**src/frag_pkg.sv**
```systemverilog
// Purpose: shared types and constants of the upstream fragmentation engine
// Assumes: one 250 MHz clock, byte-sized frame lengths
// Notes: register offsets are byte addresses on APB
package frag_pkg;
	localparam int CLK_NS = 4;
	localparam int ACK_TIME_NS = 10000;
	localparam logic [19:0] ACK_CYC_RST = 20'(ACK_TIME_NS / CLK_NS);
	localparam logic [15:0] FRAG_OVH = 16'h0010;
	localparam logic [7:0] PIGGY_MAX = 8'hFF;
	localparam logic [7:0] RETRY_RST = 8'h10;
	localparam logic [7:0] POH_RST = 8'h1C;
	localparam logic [3:0] SHIFT_RST = 4'h4;
	// Register map
	localparam logic [7:0] OFS_CTRL = 8'h00;
	localparam logic [7:0] OFS_PHY = 8'h04;
	localparam logic [7:0] OFS_ACK = 8'h08;
	localparam logic [7:0] OFS_STAT = 8'h0C;
	localparam logic [7:0] OFS_CNT = 8'h10;
	// Field positions
	localparam int CTRL_EN = 0;
	localparam int CTRL_RETRY = 8;
	localparam int PHY_SHIFT = 8;
	typedef enum logic [1:0] {ST_IDLE, ST_WAIT, ST_SEND} fsm_e;
	typedef struct packed {
		logic valid;
		logic [15:0] len;
		logic immediate;
	} frame_s;
	typedef struct packed {
		logic valid;
		logic [7:0] slots;
		logic pending;
		logic queued;
	} grant_s;
	typedef struct packed {
		logic valid;
		logic whole;
		logic first;
		logic last;
		logic [3:0] seq;
		logic [15:0] offset;
		logic [15:0] len;
		logic [7:0] piggy;
	} frag_s;
	typedef struct packed {
		logic valid;
		logic [15:0] slots;
	} req_s;
endpackage : frag_pkg

```
**src/frag_engine.sv**
```systemverilog
// Purpose: splits a pending upstream frame across partial grants
// Assumes: grant, frame and next-packet inputs come from same-clock logic
// Notes: one frame in flight; fragment descriptors drive the burst builder
// Operation
// - No grant queued at fragmentation start: piggyback remainder request.
// - Partial grant yields one fragment holding exactly what fits.
// - Modem keeps its own record of untransmitted bytes.
// - Piggyback byte covers remainder plus fragment and PHY overhead.
// - Re-request on each ack expiry; drop frame when retries run out.
// - Payload room is grant capacity minus PHY overhead minus 16.
// - Layout header, check, payload, CRC; first one marked first.
// - Further grants queued: zero piggyback, wait for next grant.
// - None queued: piggyback remainder slots, start ack timer.
// - Ack expiry while fragmenting: request remainder plus overheads.
// - Later grant holding remainder plus overhead carries last fragment.
// - Otherwise middle fragment, piggyback chosen by queued-grant check.
// - Last fragment request: next packet slots, else zero.
// - After last fragment resume normal; small grant restarts fragmenting.
// - Concatenated frame fragmented as one unit, ignoring inner bounds.
// - First: F set L clear; middle: both clear; last: L only.
// - Sequence number steps by one per fragment sent.
// - Immediate-region frames are never fragmented.
// - Pending indication with fragment grant: no piggyback in it.
//
// Design decisions made here: register access over APB and the address map.
module frag_engine
	import frag_pkg::*;
(
	// Clock and reset
	input wire logic clk,
	input wire logic rst,
	// APB slave
	input wire logic psel,
	input wire logic penable,
	input wire logic pwrite,
	input wire logic [7:0] paddr,
	input wire logic [31:0] pwdata,
	output logic [31:0] prdata,
	output logic pready,
	output logic pslverr,
	// Frame to send and next queued packet
	input wire frame_s frame_in,
	output logic frame_ready,
	input wire logic next_valid,
	input wire logic [15:0] next_len,
	// Grants decoded from allocation messages
	input wire grant_s grant,
	// Fragment descriptor toward the burst builder
	output frag_s frag_out,
	input wire logic tx_ready,
	// Standalone requests and frame outcome
	output req_s req_out,
	output logic frame_done,
	output logic frame_drop
);

	typedef struct packed {
		fsm_e st;
		logic [15:0] remain;
		logic [15:0] offset;
		logic [3:0] seq;
		logic fragging;
		logic imm;
		logic [7:0] retries;
		logic [19:0] timer;
		frag_s frag;
		req_s req;
		logic done;
		logic drop;
		logic en;
		logic [7:0] retry_max;
		logic [7:0] physical_layer_overhead;
		logic [3:0] shift;
		logic [19:0] ack_cyc;
		logic [31:0] rdata;
		logic err;
		logic [15:0] frag_cnt;
		logic [15:0] drop_cnt;
	} state_s;

	state_s q, d;

	// Mini-slots covering a byte count plus PHY overhead
	function automatic logic [15:0] slots_for(
		input logic [15:0] b,
		input logic [7:0] physical_layer_overhead,
		input logic [3:0] sh
	);
		logic [16:0] t;
		logic [16:0] m;
		m = (17'h00001 << sh) - 17'h00001;
		t = {1'b0, b} + {9'h000, physical_layer_overhead} + m;
		slots_for = 16'(t >> sh);
	endfunction : slots_for

	// Piggyback field is one byte; larger needs saturate
	function automatic logic [7:0] sat8(input logic [15:0] v);
		sat8 = (v > {8'h00, PIGGY_MAX}) ? PIGGY_MAX : v[7:0];
	endfunction : sat8

	logic [15:0] cap;
	logic [15:0] room;
	logic [15:0] raw;
	logic fits;
	logic hold_req;
	logic [7:0] idx;

	always_comb
	begin
		raw = 16'({8'h00, grant.slots} << q.shift);
		cap = (raw > {8'h00, q.physical_layer_overhead}) ? raw - {8'h00, q.physical_layer_overhead} : 16'h0000;
		room = (cap > FRAG_OVH) ? cap - FRAG_OVH : 16'h0000;
		// Mid-frame the header, check and CRC must fit as well
		fits = q.fragging ? (room >= q.remain) : (cap >= q.remain);
		hold_req = grant.queued | grant.pending;
		idx = paddr;
	end

	always_comb
	begin
		d = q;
		d.req.valid = 1'b0;
		d.done = 1'b0;
		d.drop = 1'b0;
		d.err = 1'b0;

		// Register bus: data prepared in setup, answered in access
		if (psel && !penable)
		begin
			d.rdata = 32'h00000000;
			if (idx == OFS_CTRL)
			begin
				d.rdata[CTRL_EN] = q.en;
				d.rdata[CTRL_RETRY +: 8] = q.retry_max;
			end
			else if (idx == OFS_PHY)
			begin
				d.rdata[7:0] = q.physical_layer_overhead;
				d.rdata[PHY_SHIFT +: 4] = q.shift;
			end
			else if (idx == OFS_ACK)
				d.rdata[19:0] = q.ack_cyc;
			else if (idx == OFS_STAT)
				d.rdata = {q.remain, q.seq, 6'h00, q.fragging,
					q.imm, q.st != ST_IDLE, 3'h0};
			else if (idx == OFS_CNT)
				d.rdata = {q.drop_cnt, q.frag_cnt};
			else
				d.err = 1'b1;
		end
		// Writes land at the access edge, where the master sees ready
		if (psel && penable && pwrite)
		begin
			if (idx == OFS_CTRL)
			begin
				d.en = pwdata[CTRL_EN];
				d.retry_max = pwdata[CTRL_RETRY +: 8];
			end
			else if (idx == OFS_PHY)
			begin
				d.physical_layer_overhead = pwdata[7:0];
				d.shift = pwdata[PHY_SHIFT +: 4];
			end
			else if (idx == OFS_ACK)
				d.ack_cyc = pwdata[19:0];
		end

		case (q.st)
			ST_IDLE:
			begin
				if (frame_in.valid)
				begin
					// Concatenated frames arrive as one length
					d.remain = frame_in.len;
					d.offset = 16'h0000;
					d.seq = 4'h0;
					d.fragging = 1'b0;
					d.imm = frame_in.immediate;
					d.retries = 8'h00;
					d.req.valid = 1'b1;
					d.req.slots = slots_for(frame_in.len, q.physical_layer_overhead, q.shift);
					d.timer = q.ack_cyc;
					d.st = ST_WAIT;
				end
			end
			ST_WAIT:
			begin
				if (grant.valid && grant.slots == 8'h00)
					d.timer = q.ack_cyc;
				else if (grant.valid && fits)
				begin
					d.frag.whole = !q.fragging;
					d.frag.first = 1'b0;
					d.frag.last = q.fragging;
					d.frag.seq = q.seq;
					d.frag.offset = q.offset;
					d.frag.len = q.remain;
					d.frag.piggy = 8'h00;
					if (next_valid && !hold_req)
						d.frag.piggy = sat8(slots_for(next_len,
							q.physical_layer_overhead, q.shift));
					d.frag.valid = 1'b1;
					d.st = ST_SEND;
				end
				else if (grant.valid && q.en && !q.imm &&
					room != 16'h0000)
				begin
					// Partial grant: fill it with as much as fits
					d.frag.whole = 1'b0;
					d.frag.first = !q.fragging;
					d.frag.last = 1'b0;
					d.frag.seq = q.seq;
					d.frag.offset = q.offset;
					d.frag.len = room;
					d.frag.piggy = 8'h00;
					if (!hold_req)
						d.frag.piggy = sat8(slots_for(
							q.remain - room + FRAG_OVH,
							q.physical_layer_overhead, q.shift));
					d.fragging = 1'b1;
					d.frag.valid = 1'b1;
					d.st = ST_SEND;
				end
				else if (q.timer == 20'h00000)
				begin
					d.retries = q.retries + 8'h01;
					if (q.retries >= q.retry_max)
					begin
						d.drop = 1'b1;
						d.drop_cnt = q.drop_cnt + 16'h0001;
						d.remain = 16'h0000;
						d.offset = 16'h0000;
						d.seq = 4'h0;
						d.fragging = 1'b0;
						d.st = ST_IDLE;
					end
					else
					begin
						d.req.valid = 1'b1;
						d.req.slots = slots_for(q.fragging ?
							q.remain + FRAG_OVH : q.remain,
							q.physical_layer_overhead, q.shift);
						d.timer = q.ack_cyc;
					end
				end
				else
					d.timer = q.timer - 20'h00001;
			end
			ST_SEND:
			begin
				if (tx_ready)
				begin
					d.frag.valid = 1'b0;
					d.remain = q.remain - q.frag.len;
					d.offset = q.offset + q.frag.len;
					d.retries = 8'h00;
					d.timer = q.ack_cyc;
					if (!q.frag.whole)
					begin
						d.seq = q.seq + 4'h1;
						d.frag_cnt = q.frag_cnt + 16'h0001;
					end
					if (q.frag.whole || q.frag.last)
					begin
						d.done = 1'b1;
						d.remain = 16'h0000;
						d.offset = 16'h0000;
						d.seq = 4'h0;
						d.fragging = 1'b0;
						d.st = ST_IDLE;
					end
					else
						d.st = ST_WAIT;
				end
			end
			default:
				d.st = ST_IDLE;
		endcase
	end

	always_ff @(posedge clk or posedge rst)
	begin
		if (rst)
		begin
			q <= '0;
			q.st <= ST_IDLE;
			q.retry_max <= RETRY_RST;
			q.physical_layer_overhead <= POH_RST;
			q.shift <= SHIFT_RST;
			q.ack_cyc <= ACK_CYC_RST;
		end
		else
			q <= d;
	end

	// Zero-wait slave: access phase always completes
	assign pready = psel & penable;
	assign pslverr = psel & penable & q.err;
	assign prdata = q.rdata;
	assign frame_ready = (q.st == ST_IDLE);
	assign frag_out = q.frag;
	assign req_out = q.req;
	assign frame_done = q.done;
	assign frame_drop = q.drop;

endmodule : frag_engine

```
**config.mk**
```make
export PLATFORM = sky130hd
export DESIGN_NAME = frag_engine
export DESIGN_NICKNAME = d
export VERILOG_FILES = /design/src/frag_pkg.sv /design/src/frag_engine.sv
export SDC_FILE = /design/constraint.sdc
export NUM_CORES = 1
export LEC_CHECK = 0
export ABC_AREA = 1
export BUFFER_PORTS_ARGS = -buffer_cell sky130_fd_sc_hd__buf_2
export CAP_MARGIN = 20
export CORE_MARGIN = 2
export CORE_UTILIZATION = 45
export DETAILED_ROUTE_END_ITERATION = 6
export MAX_ROUTING_LAYER = met4
export SYNTH_ARGS = -nofsm -noshare
export SYNTH_HDL_FRONTEND = slang
export SYNTH_SLANG_ARGS = --single-unit
```
**constraint.sdc**
```tcl
create_clock -name clk -period 10.38 [get_ports clk]
set_clock_uncertainty 0.2 [all_clocks]
set_input_delay 2.076 -clock clk [delete_from_list [all_inputs] [get_ports clk]]
set_output_delay 2.076 -clock clk [all_outputs]
set_load 0.01 [all_outputs]
```
==> results.toml, run 1 <==
[critical_path]
worstPathArrival_ps = 9880
end_kind = "flip-flop"
max_stage_delay_ps = 410
slowest_stage = "fa_1"
crit_top_cell = "nand2_1"
required_ps = 10650
setup.worst_path.class = "in2reg"
worstPathMaxFanout = 17
startpoint_type = "input port"

[sta]
worstMarginPinSlew_ps = 1079
slew_headroom = 0.2741
maxSlewViolCount = 0
timing.final.crit_share = 0.9263
layout_min_cycle_time_ps = 9615
worst_slack_ps = 765.4
timing.fmax_mhz = 104.0
hold_violations = 0
setup_viol = 0
setup_tns_ps = 0

[routing]
dr.pass1.iters = 6
met2_length_mm = 34.03
top_layer_used = "met4"
vias = 23440
wl_met3_mm = 5.269
via_per_inst = 5.378
drc = 0
wl_met1_mm = 38.27
wirelength_mm = 79.21
post_drt_wl_per_cell_um = 18.18
antenna_left = 0
first_iter_violations = 1908

[power]
ir_drop_mv = 0.1454
finalPower_mw = 5.640
power.density_nw_per_um2 = 212.6
leakage_nw = 14.11

[logic_synthesis]
synth_warnings = 0
ys.flop_type = "dfrtp_1"
synth_area_um2 = 24430
yosys-top-cells-area = "dfrtp_1, nand2_1, ha_1"
synth_top_area_frac = 0.2366
synth_cell_type_count = 62
synth_edf_count = 0
yosysTopAreaCell = "dfrtp_1"
synth.avg_cell_area_um2 = 6.828
synthCells = 3578
synth_seq_cells = 241
async_flop_share = 1.000
ys_seq_area_frac = 0.2474

[cells_and_area]
stdcell_area_um2 = 26530
drive_above_1_share = 0.1117
layout_commonest_cell = "nand2_1"
final_cells = 4358
layout_common_cells = "nand2_1, inv_1, o21ai_0, nand3_1, dfrtp_1"
fillers = 5596
seqCellArea_um2 = 6047
multi_input_area_um2 = 15350
area_growth_pct = 8.589
final_nets = 3986

[clock_network]
ctsRootBufferMaster = "clkbuf_16"
cts_tree = "built"
clk_path_buf_depth = 3
clk_latency_ps = 580
cts_buffers = 29
post-cts-setup-buffer-count = 0
clk_pin_slew_ps = 60
ctsHtreeMaxLevel = 1
clock-sinks = 241

[placed_design]
hpwlAfterDp_mm = 62.12
placed_area_um2 = 25400
place.gp.congestion = 0.9491
pre_cts_slack_ps = 107.3
io_buffers = 181
dpl.cell_count = 4305

[floorplan]
core_area_um2 = 53710
ioPinCount = 194
dieHeight_um = 237
dieArea_um2 = 56170
floorplan.initialDensity = 0.4549
chipWidth_um = 237
row_count = 85

[grt]
grt_max_degree = 102
antenna_found_initial = 1
grt_first_pass_wirelength_mm = 122.6
grt_pass1_vias = 21160
grt_use_total = 0.2872
overflow = 0

[hold_path]
hold_path_class = "reg2reg"

[flow_run]
cap_violations = 0

[status]
status = "finished clean"
[flip-flops by register name, indices dropped and copies added, names as in the netlist]
name and cells:
req_out 17, prdata 32, frame_drop 1, frag_out 48, frame_done 1, q 142
[worst paths after layout]
kind	cells past startpoint	endpoint	slack [ps]	startpoint
setup / recovery	60	frag_out[5]$_DFFE_PP0P_	770	grant[3]
hold / removal	2	req_out[1]$_DFFE_PP0P_	270	req_out[1]$_DFFE_PP0P_
setup reg to reg	59	frag_out[5]$_DFFE_PP0P_	1270	q[87]$_DFFE_PP1P_
hold reg to reg	2	req_out[1]$_DFFE_PP0P_	270	req_out[1]$_DFFE_PP0P_
max in group asynchronous	3	frag_out[34]$_DFFE_PP0P_	7180	rst
min in group asynchronous	2	frame_drop$_DFF_PP0_	1370	rst
[cells in the mapped netlist (16+ instances only)]
| library cell | n |
|---|---|
| o21ai_1 | 55 |
| o21bai_1 | 21 |
| or2_2 | 28 |
| xnor2_1 | 22 |
| nor3_1 | 42 |
| a22oi_1 | 26 |
| nor2_1 | 213 |
| a21oi_1 | 177 |
| ha_1 | 212 |
| inv_2 | 16 |
| fa_1 | 40 |
| nand4_1 | 27 |
| o21ai_0 | 281 |
| xor2_1 | 104 |
| buf_4 | 109 |
| o211ai_1 | 25 |
| clkbuf_1 | 72 |
| dfrtp_1 | 231 |
| nand2_1 | 931 |
| inv_1 | 449 |
| nand3_1 | 258 |
[per-layer routing]
layer / vias to the layer above / global-route usage
li1: 11760 / -
met1: 10830 / 0.4238
met2: 766 / 0.4285
met3: 91 / 0.02553
met4: 0 / 0.05677
met5: - / -
[worst max-delay path, delay by kind of cell]
family / cells / cell delay (ps)
and+or+nand+nor: 36 / 3260
adders and majority gates: 6 / 1920
AOI/OAI and AO/OA: 11 / 1550
buffers and inverters: 5 / 600
xor gates and xnor gates: 2 / 460
[final cells by class]
cell class | instances | share of cell area
multi-input cells | 2649 | 0.5785
flip-flops and latches | 241 | 0.2280
inverters | 469 | 0.06664
repair buffers | 252 | 0.05575
well taps | 696 | 0.03283
clock buffers | 38 | 0.03052
clock inverters | 12 | 0.007688
diodes | 1 | 0.00009433
[where the power goes]
group | leakage [nW] | switching, mW | total (mW) | internal [mW]
clock | 0.503 | 0.422 | 1.09 | 0.671
sequential | 3.19 | 0.179 | 1.27 | 1.09
combinational | 10.4 | 2.16 | 3.28 | 1.11
total | 14.1 | 2.76 | 5.64 | 2.88
[kinds of logic after synthesis]
group | count (synthesis) | synth area share
AOI/OAI and AO/OA | 689 | 0.1599
DFF | 241 | 0.2474
xor gates and xnor gates | 126 | 0.04517
muxes | 15 | 0.006351
and+or+nand+nor | 1563 | 0.2722
buffers and inverters | 691 | 0.1275
other | 1 | 0.0001535
adders and majority gates | 252 | 0.1414
[through the flow]
step | hold slack, ps | util
floorplan | 250.0 | -
global placement | 265.1 | 0.4729
detailed placement | 259.4 | 0.4729
CTS | 282.0 | 0.4917
global route | 294.5 | 0.4939
finish | 273.6 | 0.4939
[what timing repair did]
item	in CTS	in global routing
setup endpoints to repair	0	8
endpoints found under the hold margin	0	0
resized for setup	0	13
hold buffers	0	0
(Power assumes the default switching activity.)
==> run 2: changes to the inputs <==
ABC_AREA = unset   (was 1)
SKIP_LAST_GASP = 1   (was unset)
clock period = 10.9 ns   (was 10.38 ns; I/O delays follow)
==> run 2 against run 1 <==
Effect of this change:
- cell area up 7.6%
- largest cell class unchanged
- cell count shrank 9.6%
- synthesized area is 0.59% higher
- critical endpoint is now frag_out[0]$_DFFE_PP0P_
- the flow now finishes with violations (setup timing)
- register-to-register slack lost 650 ps
- critical path type unchanged
- non-clock buffer count increased by 194
- wire length grew 9.6%
- global-route usage grew 2.3 points
==> results.toml, run 2 <==
[placed_design]
dpl.cell_count = 3866
io_buffers = 181
place.gp.congestion = 0.9929
hpwlAfterDp_mm = 67.67

[grt]
grt_pass1_vias = 22520
grt_max_degree = 94
grt_use_total = 0.3099
antenna_found_initial = 1
overflow = 0
grt_first_pass_wirelength_mm = 132.1

[routing]
post_drt_wl_per_cell_um = 22.04
dr.pass1.iters = 6
antenna_left = 0
wirelength_mm = 86.80
via_per_inst = 5.950
first_iter_violations = 2179
vias = 23430
drc = 0

[sta]
setup_tns_ps = -1432
worst_slack_ps = -218.8
rsz0062_at_grt = "yes"
layout_min_cycle_time_ps = 11120
worstMarginPinSlew_ps = 1092
slew_headroom = 0.2700
maxSlewViolCount = 0
hold_violations = 0
timing.hold.ws_ps = 265.5
timing.final.crit_share = 1.020
setup_viol = 8
timing.fmax_mhz = 89.94

[logic_synthesis]
synth_top_area_frac = 0.2352
async_flop_share = 1.000
yosysMostFrequentCell = "nand2_1"
yosys.area_share.simple = 0.1709
ys_seq_area_frac = 0.2459
synth_xor_xnor_area_share = 0.05794
synthTopCellsByCount = "nand2_1, o21ai_0, dfrtp_1, inv_1, ha_1"
yosysTopAreaCell = "dfrtp_1"
synth_fa_ha_area_frac = 0.1413
synthCells = 2983
ys.flop_type = "dfrtp_1"
synth_compound_area_frac = 0.2066
synth_top_family_by_area = "compound AO/OA/AOI/OAI gates"
synthMuxAreaShare = 0.08936
synth_warnings = 0
yosys-top-cells-area = "dfrtp_1, ha_1, nand2_1"
synth_seq_cells = 241
synth_cell_type_count = 103
synth_edf_count = 0
synth.avg_cell_area_um2 = 8.238
synth_area_um2 = 24570

[clock_network]
hold_buffers = 0
ctsRootBufferMaster = "clkbuf_16"
clock-sinks = 241
ctsHtreeMaxLevel = 1
cts_buffers = 28
clk_latency_ps = 580
clk_path_buf_depth = 3
cts_tree = "built"
clk_pin_slew_ps = 60

[floorplan]
ioPinCount = 194
dieHeight_um = 237.7
row_count = 85
core_area_um2 = 53920
floorplan.initialDensity = 0.4557
dieArea_um2 = 56490
chipWidth_um = 237.7

[power]
switching_power_mw = 3.311
swShare = 0.4703
power.density_nw_per_um2 = 246.6
finalPower_mw = 7.041
leakage_nw = 13.83
p_int_mw = 3.729
p_seq_frac = 0.179
p_clk_frac = 0.145
ir_drop_mv = 0.1298
power_frac_comb = 0.676

[cells_and_area]
regMostFlops = "q"
final_cells = 3938
drive_above_1_share = 0.2151
largest_reg_flops = 142
final_nets = 3563
layout_commonest_cell = "nand2_1"
layout_common_cells = "nand2_1, buf_4, o21ai_0, dfrtp_1, inv_1"
fillers = 5185
area_growth_pct = 16.18

[critical_path]
cp_num_buf_inv = 5
slowest_stage = "or4_4"
setup.worst_path.class = "in2reg"
end_kind = "flip-flop"
path_delay_family = "compound AO/OA/AOI/OAI gates"
max_stage_delay_ps = 530
required_ps = 11150
worstPathMaxFanout = 7
startpoint_type = "input port"
worstPathArrival_ps = 11370

[status]
violations = "setup timing"
status = "finished, violations left"

[hold_path]
hold_path_class = "reg2reg"

[flow_run]
cap_violations = 0
## run 2: timing repair
action,in CTS,in global routing
buffers inserted,11,7
hold endpoints to repair,0,0
pin swaps,16,16
endpoints found under the setup margin,8,8
resized for setup,30,13
## run 2: final cells by class
cell class | instances | area (um2) | area share
Clock inverter | 11 | 187.7 | 0.006574
Inverter | 219 | 829.5 | 0.02906
Multi-Input combinational cell | 2283 | 16790 | 0.5880
Timing Repair Buffer | 446 | 3005 | 0.1053
Sequential cell | 241 | 6047 | 0.2118
Tap cell | 696 | 870.8 | 0.03050
Antenna cell | 1 | 2.502 | 0.00008765
Clock buffer | 41 | 819.5 | 0.02871
## run 2: cell families after synthesis
group                    Yosys count
AND/OR/NAND/NOR                  902
flip-flops                       241
other                              1
adder cells (fa/ha/maj)          254
XOR/XNOR                         161
multiplexers                     183
AO/OA/AOI/OAI                    779
buffers and inverters            462
## run 2: final timing paths
check / from / end / slack [ps] / cells after the start
setup / recovery: grant[5] / frag_out[0]$_DFFE_PP0P_ / -220 / 44
hold / removal: frag_out[32]$_DFFE_PP0P_ / frag_out[32]$_DFFE_PP0P_ / 270 / 2
setup reg to reg: q[85]$_DFFE_PP0P_ / frag_out[0]$_DFFE_PP0P_ / 620 / 43
hold reg to reg: frag_out[32]$_DFFE_PP0P_ / frag_out[32]$_DFFE_PP0P_ / 270 / 2
max in group asynchronous: rst / q[88]$_DFFE_PP0P_ / 7550 / 3
min in group asynchronous: rst / q[81]$_DFFE_PP0P_ / 1510 / 2
## run 2: per-layer routing
metal / wire length (um) / GRT usage / share of wire
met5: 0 / - / 0
met4: 2756 / 0.08672 / 0.032
met1: 39010 / 0.4279 / 0.45
met2: 39310 / 0.4825 / 0.45
met3: 5725 / 0.03345 / 0.066
## run 2: power groups by stage
stage | combinational (mW) | clock (mW) | sequential [mW]
floorplan | 3.09 | 0 | 1.16
detailed placement | 4.59 | 0 | 1.27
finish | 4.76 | 1.02 | 1.26
CTS | 4.68 | 1.04 | 1.26
global placement | 4.51 | 0 | 1.26
global route | 5.23 | 1.08 | 1.27
## run 2: worst reg2reg max path: cells and delay by family (launching register included)
family / cells / cell delay [ps]
compound gates: 19 / 3900
xor+xnor: 1 / 150
fa+ha+maj: 7 / 1730
buf+inv: 4 / 480
flops: 1 / 730
mux: 2 / 1130
simple gates: 10 / 1850
## run 2: metrics by stage
stage,area (um2),setup WS (ps),utilization
finish,28550,-218.8,0.5295
CTS,28390,-141.5,0.5265
floorplan,24830,-694.1,-
global placement,27130,-1084,0.5032
detailed placement,27170,-1159,0.5038
global route,28550,-606.6,0.5295
